**config.mk**
```make
export PLATFORM = sky130hd
export DESIGN_NAME = eeprom_config_loader
export DESIGN_NICKNAME = d
export VERILOG_FILES = /design/src/eeprom_loader_pkg.sv /design/src/eeprom_config_loader.sv
export SDC_FILE = /design/constraint.sdc
export NUM_CORES = 1
export LEC_CHECK = 0
export BUFFER_PORTS_ARGS = -buffer_cell sky130_fd_sc_hd__buf_4
export CAP_MARGIN = 20
export CORE_MARGIN = 5
export CORE_UTILIZATION = 49
export CTS_CLUSTER_SIZE = 16
export DETAILED_ROUTE_END_ITERATION = 7
export GPL_TIMING_DRIVEN = 0
export PLACE_DENSITY = 0.87
export SYNTH_ARGS = -nofsm -noshare
export SYNTH_HDL_FRONTEND = slang
export SYNTH_SLANG_ARGS = --single-unit
```
**constraint.sdc**
```tcl
create_clock -name mclk_i -period 3.4 [get_ports mclk_i]
set_clock_uncertainty 0.15 [all_clocks]
set_input_delay 0.68 -clock mclk_i [delete_from_list [all_inputs] [get_ports mclk_i]]
set_output_delay 0.68 -clock mclk_i [all_outputs]
set_load 0.01 [all_outputs]
```
**src/eeprom_loader_pkg.sv**
```systemverilog
package eeprom_loader_pkg;

    // eeprom image layout, byte addresses
    localparam int EE_AW = 12;
    localparam logic [7:0] VALID_FLAG = 8'ha5;
    localparam logic [11:0] ADDR_VALID = 12'h000;
    localparam logic [11:0] ADDR_MAC_LO_3 = 12'h004;
    localparam logic [11:0] ADDR_MAC_HI_1 = 12'h006;
    localparam logic [11:0] ADDR_STRAP_FLAG = 12'h007;
    localparam logic [11:0] ADDR_STRAP_FIRST = 12'h008;
    localparam logic [11:0] ADDR_STRAP_LAST = 12'h00b;
    localparam logic [11:0] ADDR_BURST_FLAG = 12'h00c;
    localparam logic [11:0] ADDR_BURST_COUNT = 12'h00d;

    // top address per size strap range
    localparam logic [1:0] SIZE_7BIT = 2'h0;
    localparam logic [1:0] SIZE_9BIT = 2'h1;
    localparam logic [11:0] LIMIT_7BIT = 12'h07f;
    localparam logic [11:0] LIMIT_9BIT = 12'h1ff;
    localparam logic [11:0] LIMIT_11BIT = 12'h7ff;

    // burst byte positions: header start, header count, then 4 data bytes
    localparam logic [2:0] POS_HDR_ADDR = 3'h0;
    localparam logic [2:0] POS_HDR_COUNT = 3'h1;
    localparam logic [2:0] POS_DATA_FIRST = 3'h2;
    localparam logic [2:0] POS_DATA_LAST = 3'h5;

    // register port map
    localparam logic [7:0] REG_CMD = 8'h00;
    localparam logic [7:0] REG_HARDWARE_CONFIG_REG = 8'h04;
    localparam logic [7:0] REG_RESET_CONTROL_REG = 8'h08;
    localparam logic [7:0] REG_MAC_LOW = 8'h0c;
    localparam logic [7:0] REG_MAC_HIGH = 8'h10;
    localparam logic [7:0] REG_STRAP = 8'h14;
    localparam int CMD_BUSY_BIT = 31;
    localparam int CMD_OVERFLOW_BIT = 9;
    localparam int CMD_RELOAD_BIT = 0;
    localparam int HW_READY_BIT = 27;
    localparam int RESET_DIGITAL_BIT = 0;

    // strap-driven register resync order
    localparam logic [3:0] SYNC_PORT1_BASIC = 4'h2;
    localparam logic [3:0] SYNC_PORT2_BASIC = 4'h5;
    localparam logic [3:0] SYNC_VIRT_BASIC = 4'h8;
    localparam logic [3:0] SYNC_LAST = 4'hc;

    typedef struct packed {
        logic req;
        logic [11:0] addr;
    } ee_read_t;

    typedef struct packed {
        logic wr;
        logic [9:0] addr;
        logic [31:0] data;
    } reg_write_t;

    typedef struct packed {
        logic wr;
        logic [3:0] sel;
        logic restart_an;
    } sync_write_t;

    typedef enum logic [6:0] {
        S_IDLE = 7'h01,
        S_RD_REQ = 7'h02,
        S_RD_WAIT = 7'h04,
        S_DISPATCH = 7'h08,
        S_WAIT_FREE = 7'h10,
        S_SYNC_WR = 7'h20,
        S_BURST_WR = 7'h40
    } loader_state_t;

endpackage : eeprom_loader_pkg
```
**src/eeprom_config_loader.sv**
```systemverilog
`timescale 1ns/1ps
module eeprom_config_loader (
    input wire logic mclk_i,
    input wire logic rst_n_i,
    input wire logic [7:0] bus_addr_i,
    input wire logic [31:0] bus_wdata_i,
    input wire logic bus_wr_i,
    input wire logic bus_rd_i,
    output logic [31:0] bus_rdata_o,
    input wire logic [31:0] strap_pins_i,
    input wire logic [1:0] eeprom_size_strap_i,
    output eeprom_loader_pkg::ee_read_t ee_rd_o,
    input wire logic ee_done_i,
    input wire logic [7:0] ee_data_i,
    input wire logic csr_busy_i,
    input wire logic pmi_busy_i,
    output eeprom_loader_pkg::reg_write_t reg_wr_o,
    output eeprom_loader_pkg::sync_write_t sync_wr_o,
    output logic [31:0] mac_addr_low_o,
    output logic [15:0] mac_addr_high_o,
    output logic [31:0] strap_o,
    output logic loader_busy_o,
    output logic ready_o,
    output logic addr_overflow_o
);

    function automatic logic [11:0] size_limit(input logic [1:0] sel);
        case (sel)
            eeprom_loader_pkg::SIZE_7BIT: size_limit = eeprom_loader_pkg::LIMIT_7BIT;
            eeprom_loader_pkg::SIZE_9BIT: size_limit = eeprom_loader_pkg::LIMIT_9BIT;
            // reserved code treated as the widest range
            default: size_limit = eeprom_loader_pkg::LIMIT_11BIT;
        endcase
    endfunction : size_limit

    eeprom_loader_pkg::loader_state_t state;
    logic start_pend;
    logic sampled;
    logic [1:0] size_sel;
    logic [11:0] ee_addr;
    logic [7:0] cur_byte;
    logic strap_ok;
    logic end_after_sync;
    logic in_sync;
    logic [3:0] sync_idx;
    logic [7:0] bursts_left;
    logic [7:0] dw_left;
    logic [7:0] dw_addr;
    logic [2:0] byte_pos;
    logic [31:0] dword;
    logic over_limit;
    logic trigger;
    logic dispatching;

    assign over_limit = ee_addr > size_limit(size_sel);
    assign dispatching = state == eeprom_loader_pkg::S_DISPATCH;
    assign trigger = bus_wr_i && ((bus_addr_i == eeprom_loader_pkg::REG_CMD
                     && bus_wdata_i[eeprom_loader_pkg::CMD_RELOAD_BIT])
                     || (bus_addr_i == eeprom_loader_pkg::REG_RESET_CONTROL_REG
                     && bus_wdata_i[eeprom_loader_pkg::RESET_DIGITAL_BIT]));

    // pending start; set after reset and wins over the take
    always_ff @(posedge mclk_i or negedge rst_n_i) begin
        if (!rst_n_i) begin
            start_pend <= 1'b1;
        end else if (trigger) begin
            start_pend <= 1'b1;
        end else if (state == eeprom_loader_pkg::S_IDLE) begin
            start_pend <= 1'b0;
        end
    end

    // straps caught on the first edge after release, never under reset
    always_ff @(posedge mclk_i or negedge rst_n_i) begin
        if (!rst_n_i) begin
            sampled <= 1'b0;
            size_sel <= 2'h0;
            strap_o <= 32'h0000_0000;
        end else if (!sampled) begin
            sampled <= 1'b1;
            size_sel <= eeprom_size_strap_i;
            strap_o <= strap_pins_i;
        end else if (dispatching && strap_ok && ee_addr >= eeprom_loader_pkg::ADDR_STRAP_FIRST
                     && ee_addr <= eeprom_loader_pkg::ADDR_STRAP_LAST) begin
            strap_o[{ee_addr[1:0], 3'h0} +: 8] <= cur_byte;
        end
    end

    // mac address bytes
    always_ff @(posedge mclk_i or negedge rst_n_i) begin
        if (!rst_n_i) begin
            mac_addr_low_o <= 32'h0000_0000;
            mac_addr_high_o <= 16'h0000;
        end else if (dispatching && ee_addr != eeprom_loader_pkg::ADDR_VALID) begin
            if (ee_addr <= eeprom_loader_pkg::ADDR_MAC_LO_3) begin
                mac_addr_low_o[{ee_addr[1:0] - 2'h1, 3'h0} +: 8] <= cur_byte;
            end else if (ee_addr <= eeprom_loader_pkg::ADDR_MAC_HI_1) begin
                mac_addr_high_o[{ee_addr[0] ^ 1'b1, 3'h0} +: 8] <= cur_byte;
            end
        end
    end

    // sequencer
    always_ff @(posedge mclk_i or negedge rst_n_i) begin
        if (!rst_n_i) begin
            state <= eeprom_loader_pkg::S_IDLE;
            ee_addr <= 12'h000;
            cur_byte <= 8'h00;
            strap_ok <= 1'b0;
            end_after_sync <= 1'b0;
            in_sync <= 1'b0;
            sync_idx <= 4'h0;
            bursts_left <= 8'h00;
            dw_left <= 8'h00;
            dw_addr <= 8'h00;
            byte_pos <= 3'h0;
            dword <= 32'h0000_0000;
        end else begin
            case (state)
                eeprom_loader_pkg::S_IDLE: begin
                    if (start_pend) begin
                        state <= eeprom_loader_pkg::S_RD_REQ;
                        ee_addr <= eeprom_loader_pkg::ADDR_VALID;
                        strap_ok <= 1'b0;
                        end_after_sync <= 1'b0;
                        sync_idx <= 4'h0;
                        byte_pos <= eeprom_loader_pkg::POS_HDR_ADDR;
                    end
                end
                eeprom_loader_pkg::S_RD_REQ: begin
                    // no read is issued past the part
                    state <= over_limit ? eeprom_loader_pkg::S_IDLE
                                        : eeprom_loader_pkg::S_RD_WAIT;
                end
                eeprom_loader_pkg::S_RD_WAIT: begin
                    if (ee_done_i && !ee_rd_o.req) begin
                        cur_byte <= ee_data_i;
                        state <= eeprom_loader_pkg::S_DISPATCH;
                    end
                end
                eeprom_loader_pkg::S_DISPATCH: begin
                    state <= eeprom_loader_pkg::S_RD_REQ;
                    ee_addr <= ee_addr + 12'h001;
                    if (ee_addr == eeprom_loader_pkg::ADDR_VALID
                        && cur_byte != eeprom_loader_pkg::VALID_FLAG) begin
                        end_after_sync <= 1'b1;
                        in_sync <= 1'b1;
                        state <= eeprom_loader_pkg::S_WAIT_FREE;
                    end else if (ee_addr == eeprom_loader_pkg::ADDR_STRAP_FLAG) begin
                        strap_ok <= cur_byte == eeprom_loader_pkg::VALID_FLAG;
                    end else if (ee_addr == eeprom_loader_pkg::ADDR_STRAP_LAST) begin
                        in_sync <= 1'b1;
                        state <= eeprom_loader_pkg::S_WAIT_FREE;
                    end else if (ee_addr == eeprom_loader_pkg::ADDR_BURST_FLAG) begin
                        if (cur_byte != eeprom_loader_pkg::VALID_FLAG) begin
                            state <= eeprom_loader_pkg::S_IDLE;
                        end
                    end else if (ee_addr == eeprom_loader_pkg::ADDR_BURST_COUNT) begin
                        bursts_left <= cur_byte;
                        if (cur_byte == 8'h00) begin
                            state <= eeprom_loader_pkg::S_IDLE;
                        end
                    end else if (ee_addr > eeprom_loader_pkg::ADDR_BURST_COUNT) begin
                        case (byte_pos)
                            eeprom_loader_pkg::POS_HDR_ADDR: begin
                                dw_addr <= cur_byte;
                                byte_pos <= eeprom_loader_pkg::POS_HDR_COUNT;
                            end
                            eeprom_loader_pkg::POS_HDR_COUNT: begin
                                dw_left <= cur_byte;
                                byte_pos <= eeprom_loader_pkg::POS_DATA_FIRST;
                                // an empty burst moves straight on
                                if (cur_byte == 8'h00) begin
                                    byte_pos <= eeprom_loader_pkg::POS_HDR_ADDR;
                                    bursts_left <= bursts_left - 8'h01;
                                    if (bursts_left == 8'h01) begin
                                        state <= eeprom_loader_pkg::S_IDLE;
                                    end
                                end
                            end
                            default: begin
                                dword <= {dword[23:0], cur_byte};
                                byte_pos <= byte_pos + 3'h1;
                                if (byte_pos == eeprom_loader_pkg::POS_DATA_LAST) begin
                                    in_sync <= 1'b0;
                                    state <= eeprom_loader_pkg::S_WAIT_FREE;
                                end
                            end
                        endcase
                    end
                end
                eeprom_loader_pkg::S_WAIT_FREE: begin
                    if (!csr_busy_i && !pmi_busy_i) begin
                        state <= in_sync ? eeprom_loader_pkg::S_SYNC_WR
                                         : eeprom_loader_pkg::S_BURST_WR;
                    end
                end
                eeprom_loader_pkg::S_SYNC_WR: begin
                    sync_idx <= sync_idx + 4'h1;
                    state <= eeprom_loader_pkg::S_WAIT_FREE;
                    if (sync_idx == eeprom_loader_pkg::SYNC_LAST) begin
                        sync_idx <= 4'h0;
                        state <= end_after_sync ? eeprom_loader_pkg::S_IDLE
                                                : eeprom_loader_pkg::S_RD_REQ;
                    end
                end
                eeprom_loader_pkg::S_BURST_WR: begin
                    dw_addr <= dw_addr + 8'h01;
                    dw_left <= dw_left - 8'h01;
                    byte_pos <= eeprom_loader_pkg::POS_DATA_FIRST;
                    state <= eeprom_loader_pkg::S_RD_REQ;
                    if (dw_left == 8'h01) begin
                        byte_pos <= eeprom_loader_pkg::POS_HDR_ADDR;
                        bursts_left <= bursts_left - 8'h01;
                        if (bursts_left == 8'h01) begin
                            state <= eeprom_loader_pkg::S_IDLE;
                        end
                    end
                end
                default: begin
                    state <= eeprom_loader_pkg::S_IDLE;
                end
            endcase
        end
    end

    // eeprom read port
    logic [11:0] last_rd_addr;
    always_ff @(posedge mclk_i or negedge rst_n_i) begin
        if (!rst_n_i) begin
            ee_rd_o <= '0;
            last_rd_addr <= 12'h000;
        end else begin
            ee_rd_o.req <= state == eeprom_loader_pkg::S_RD_REQ && !over_limit;
            ee_rd_o.addr <= ee_addr;
            if (ee_rd_o.req) begin
                last_rd_addr <= ee_rd_o.addr;
            end
        end
    end

    // register writes, burst and resync
    always_ff @(posedge mclk_i or negedge rst_n_i) begin
        if (!rst_n_i) begin
            reg_wr_o <= '0;
            sync_wr_o <= '0;
        end else begin
            reg_wr_o.wr <= state == eeprom_loader_pkg::S_BURST_WR;
            reg_wr_o.addr <= {dw_addr, 2'h0};
            reg_wr_o.data <= dword;
            sync_wr_o.wr <= state == eeprom_loader_pkg::S_SYNC_WR;
            sync_wr_o.sel <= sync_idx;
            sync_wr_o.restart_an <= sync_idx == eeprom_loader_pkg::SYNC_PORT1_BASIC
                                 || sync_idx == eeprom_loader_pkg::SYNC_PORT2_BASIC
                                 || sync_idx == eeprom_loader_pkg::SYNC_VIRT_BASIC;
        end
    end

    // busy, ready and overflow flags
    always_ff @(posedge mclk_i or negedge rst_n_i) begin
        if (!rst_n_i) begin
            loader_busy_o <= 1'b0;
            ready_o <= 1'b0;
            addr_overflow_o <= 1'b0;
        end else begin
            loader_busy_o <= state != eeprom_loader_pkg::S_IDLE || start_pend;
            ready_o <= state == eeprom_loader_pkg::S_IDLE && !start_pend;
            if (state == eeprom_loader_pkg::S_IDLE && start_pend) begin
                addr_overflow_o <= 1'b0;
            end else if (state == eeprom_loader_pkg::S_RD_REQ && over_limit) begin
                addr_overflow_o <= 1'b1;
            end
        end
    end

    // register read port, data valid the cycle after the strobe only
    always_ff @(posedge mclk_i or negedge rst_n_i) begin
        if (!rst_n_i) begin
            bus_rdata_o <= 32'h0000_0000;
        end else begin
            bus_rdata_o <= 32'h0000_0000;
            if (bus_rd_i) begin
                case (bus_addr_i)
                    eeprom_loader_pkg::REG_CMD: begin
                        bus_rdata_o[eeprom_loader_pkg::CMD_BUSY_BIT] <= loader_busy_o;
                        bus_rdata_o[eeprom_loader_pkg::CMD_OVERFLOW_BIT] <= addr_overflow_o;
                    end
                    eeprom_loader_pkg::REG_HARDWARE_CONFIG_REG: begin
                        bus_rdata_o[eeprom_loader_pkg::HW_READY_BIT] <= ready_o;
                    end
                    eeprom_loader_pkg::REG_MAC_LOW: bus_rdata_o <= mac_addr_low_o;
                    eeprom_loader_pkg::REG_MAC_HIGH: bus_rdata_o <= {16'h0000, mac_addr_high_o};
                    eeprom_loader_pkg::REG_STRAP: bus_rdata_o <= strap_o;
                    default: bus_rdata_o <= 32'h0000_0000;
                endcase
            end
        end
    end

endmodule : eeprom_config_loader

```
==> summary.txt <==
Yosys
  – Number of enable-type register cells in the synthesized netlist: 0
  – Main combinational cell family by area after synthesis: simple AND/OR/NAND/NOR gates
  – Post-synthesis instance total: between 1000 and 1500
  – Main synth FF type: sky130_fd_sc_hd__dfrtp_1
  – Number of synthesized register bits: 272
  – Count of distinct cell types in the synthesized netlist: 76
  – Simple-gate portion of the synthesized area: 0.161
  – Fraction of synthesized cell area taken by the top area cell type: 0.567
  – Synth area leaders: sky130_fd_sc_hd__dfrtp_1 (57%), sky130_fd_sc_hd__mux2_2 (5.2%), sky130_fd_sc_hd__nand2_1 (4.4%)
  – Register area share after synthesis: 0.571
  – Cell accounting for the most synthesized area: sky130_fd_sc_hd__dfrtp_1
  – Compound-Gate Fraction of Synth Area: 0.141
  – Cell Area, Synth: 0.0119 sq mm
  – Fraction of synthesized area in multiplexers: 0.0607
  – Syn_area_per_cell: 10.7 sq um
  – Fraction of registers with async set or reset after synthesis: 1.00
  – Count of yosys warnings during synthesis: 0
  – Share of synthesized cell area in full adder, half adder and majority cells: 0.0252
  – Parity-gate share of the synthesized area counting xor and xnor cells: 0.00661

Clock tree
  – Buffer levels on the longest clock path: 3
  – Clock slew seen by the registers of the worst setup and hold paths: 0.07 ns
  – Number of sinks driven by the clock tree: 272
  – CTS tree: done
  – Number of H-tree levels: 1
  – CTS Buf Count: 28
  – Root buffer cell: sky130_fd_sc_hd__clkbuf_16
  – Clock insertion delay at the later pin of the skew report: 0.56 ns

Layout
  – Number of nets in the layout: 1497
  – Fin area: 0.0152 sq mm
  – Fill cell total of the finished layout: 1852
  – Sequential cell area: approximately 0.0068 sq mm
  – Ant. Diodes: 0
  – Multi-input combinational cell area: 0.00476 sq mm
  – Synthesis-to-finish area growth: 27.3%
  – Final standard cell count with taps included and fillers excluded: 1730
  – Layout cells sized above 1: 0.274

Timing
  – Number of hold-slack violations in the final timing report: 0
  – Final setup violating endpoints: 0
  – Fin crit share: 0.946
  – Setup repair after global routing missed its margin: false
  – Measured slew at the worst slew-check pin: 1.06 ns
  – Number of pins with negative max-slew slack in the final report: 0
  – Achievable clock frequency: ~310 MHz
  – Post-route setup TNS: 0 ns
  – Slew Limit Headroom: 0.292
  – Minimum clock period after layout: 3.22 ns

Global routing
  – Maximum number of pins on one net before global-route repair: around 120
  – Global-route wire length before repair: around 57 mm
  – Grt total ovfl: 0
  – Number of global-route vias before repair: around 10000
  – Global-route total usage across every layer: 0.257
  – Antenna violations before repair: 0

Route
  – Router iterations before antenna repair: 8
  – Aggregate routed wire length: between 30 and 40 mm
  – Met2 layer wire length in the routed design: 17.4 mm
  – Total DRC errors in the routed layout: 0
  – DR iter-0 viols: approximately 1400
  – Uppermost layer routed: met4
  – Vias: 10400
  – Routed vias/inst: 6.01
  – Count of nets left with antenna violations after detail routing: 0
  – Metal1 wirelength: roughly 14 mm
  – DR WL met3: 4.20 mm
  – Mean routed wirelength per cell: 21.4 um

Job
  – Max-capacitance violation count: 0

Critical path
  – Critical-path maximum fanout: 10
  – WS Path Type: flop to flop
  – Longest individual stage delay on the worst path: 0.47 ns
  – Worst endpoint data arrival time: 3.50 ns
  – Element type at the critical path end: flop
  – Critical-path top delay cell: sky130_fd_sc_hd__dfrtp_2
  – Worst EP required: around 3.7 ns
  – Worst path cell trace: clkbuf_4, clkbuf_2, inv_1, ha_2, o311ai_2, and2_1, nand3_1, buf_2, mux2_2
  – Type of origin of the critical path: flop

Place
  – Cell Area, Placed: 0.0141 sq mm
  – Post-Place Cells: 1675
  – HPWL reported at the end of detailed placement: 25.8 mm
  – Number of input and output port buffers inserted: 232
  – GP Congestion: roughly 0.93

Pwr
  – Tot Pwr: 7850 uW
  – Power Dens Cells: a little over 500 mW/mm^2
  – Switching power: 2270 uW
  – Reported leakage power: 0.00732 uW
  – Flop pwr share: 0.449
  – Maximum vdd ir drop: 0.425 mV
  – Internal cell power: 5580 uW
  – Share of total power in the clock network: 0.403
  – Switch share: 0.290
  – Combinational share of power: 0.148

Floorplan
  – DIE WIDTH: ~170 um
  – Effective utilization at floorplan: 0.493
  – Area of the core: 0.0242 sq mm
  – Total Die Area: 0.0276 sq mm
  – Io pins: 266
  – Overall die height: 166 um
  – Count of standard-cell rows: 57

Min path
  – Path class of the lowest-slack min-delay path: primary input to flop

Status
  – Run status: completed
## path summary, 6_finish.rpt
path | startpoint | end | slack, ns | depth (start not counted)
worst max register to register | ee_addr[0] | dword[23] | 0.18 | 9
worst min register to register | dword[25] | reg_wr_o[25] | 0.22 | 0
max in group asynchronous | rst_n_i | ee_addr[0] | 1.63 | 3
worst max-delay path | ee_addr[0] | dword[23] | 0.18 | 9
min in group asynchronous | rst_n_i | mac_addr_high_o[0] | 0.49 | 2
worst min-delay path | ee_data_i[7] | cur_byte[7] | 0.16 | 3
## what timing repair did
item	in CTS	in global routing
setup endpoints to repair	133	50
gates resized for setup	9	6
buffers inserted	3	1
hold buffers	1	0
pin swaps	2	1
endpoints found under the hold margin	56	0
## layer usage
metal | up-vias | GRT usage
li1 | 4514 | -
met3 | 107 | 0.0583
met5 | - | 0
met1 | 5065 | 0.350
met2 | 703 | 0.413
met4 | 0 | 0.0796
## kinds of logic after synthesis
kind of cell	count (synthesis)
simple gates	384
flops	272
compound gates	258
buf+inv	102
mux	65
fa+ha+maj	24
xor+xnor	9
other cells	2
## power groups by stage
stage          Clock [uW]  Combinational [uW]  Sequential, uW
2_1_floorplan           0                 559            3540
3_3_place_gp            0                1070            3560
3_5_place_dp            0                1110            3570
4_1_cts              3190                1130            3520
5_1_grt              3330                1240            3530
6_report             3160                1160            3520
## flip-flops by register name, indices dropped and copies added, names as in the netlist, 2 cells and up
register / count
cur_byte: 8
dw_addr: 8
ee_addr: 12
mac_addr_low_o: 32
mac_addr_high_o: 16
bursts_left: 8
strap_o: 32
size_sel: 2
byte_pos: 3
dw_left: 8
dword: 32
sync_wr_o: 6
ee_rd_o: 13
state: 7
reg_wr_o: 41
bus_rdata_o: 32
sync_idx: 4
## worst max-delay path, delay by kind of cell, from the launching register on
family | cells | cell delay (ns)
compound gates | 1 | 0.36
fa+ha+maj | 1 | 0.31
mux | 1 | 0.31
simple gates | 2 | 0.50
buf+inv | 4 | 0.99
flops | 1 | 0.47
## layout make-up
class	count	area share
clock buffer	38	0.0532
tap	324	0.0267
sequential	272	0.448
timing repair buffer	239	0.121
clock inverter	14	0.0103
buffer	58	0.0163
inverter	42	0.0104
multi-input combinational	743	0.313
## cell usage in the layout (no fill, tap or decap), drive strengths merged, types with 3 or more instances in the layout
cell,n
clkbuf,83
mux2i,9
nand2b,7
inv,42
or3,5
conb,3
a311oi,5
a211oi,7
a22oi,45
a32oi,7
o221a,3
nor2b,27
and3,19
clkinv,9
a21oi,46
o21ai,81
o21a,4
clkinvlp,3
nand2,141
mux2,56
nor3,21
nand4,21
xnor2,7
nor2,81
dfrtp,270
and2,7
nand3,20
o31ai,8
o211ai,12
a22o,3
nor4,16
a31oi,14
a222oi,3
buf,251
or4b,3
ha,24
or4,6
## synthesized netlist by cell type, types with 9 or more instances
master                     number
sky130_fd_sc_hd__o21ai_0       79
sky130_fd_sc_hd__nand4_1       21
sky130_fd_sc_hd__and3_1        19
sky130_fd_sc_hd__nand2_1      141
sky130_fd_sc_hd__ha_1          24
sky130_fd_sc_hd__nor2_1        79
sky130_fd_sc_hd__nor2b_1       27
sky130_fd_sc_hd__a22oi_1       45
sky130_fd_sc_hd__inv_1         41
sky130_fd_sc_hd__nand3_1       19
sky130_fd_sc_hd__nor3_1        19
sky130_fd_sc_hd__nor4_1        13
sky130_fd_sc_hd__a21oi_1       46
sky130_fd_sc_hd__a31oi_1       14
sky130_fd_sc_hd__o211ai_1      12
sky130_fd_sc_hd__dfrtp_1      270
sky130_fd_sc_hd__clkbuf_1      46
sky130_fd_sc_hd__mux2_2        55
sky130_fd_sc_hd__mux2i_1        9
## through the flow
stage | hold WS (ns) | setup slack [ns] | utilization
2_1_floorplan | 0.199 | 0.170 | -
6_report | 0.158 | 0.185 | 0.628
3_5_place_dp | 0.207 | -0.681 | 0.585
3_3_place_gp | 0.205 | -0.656 | 0.582
5_1_grt | 0.157 | 0.0524 | 0.628
4_1_cts | 0.140 | 0.0259 | 0.627
Note: power is estimated with default switching activity, not from simulation.
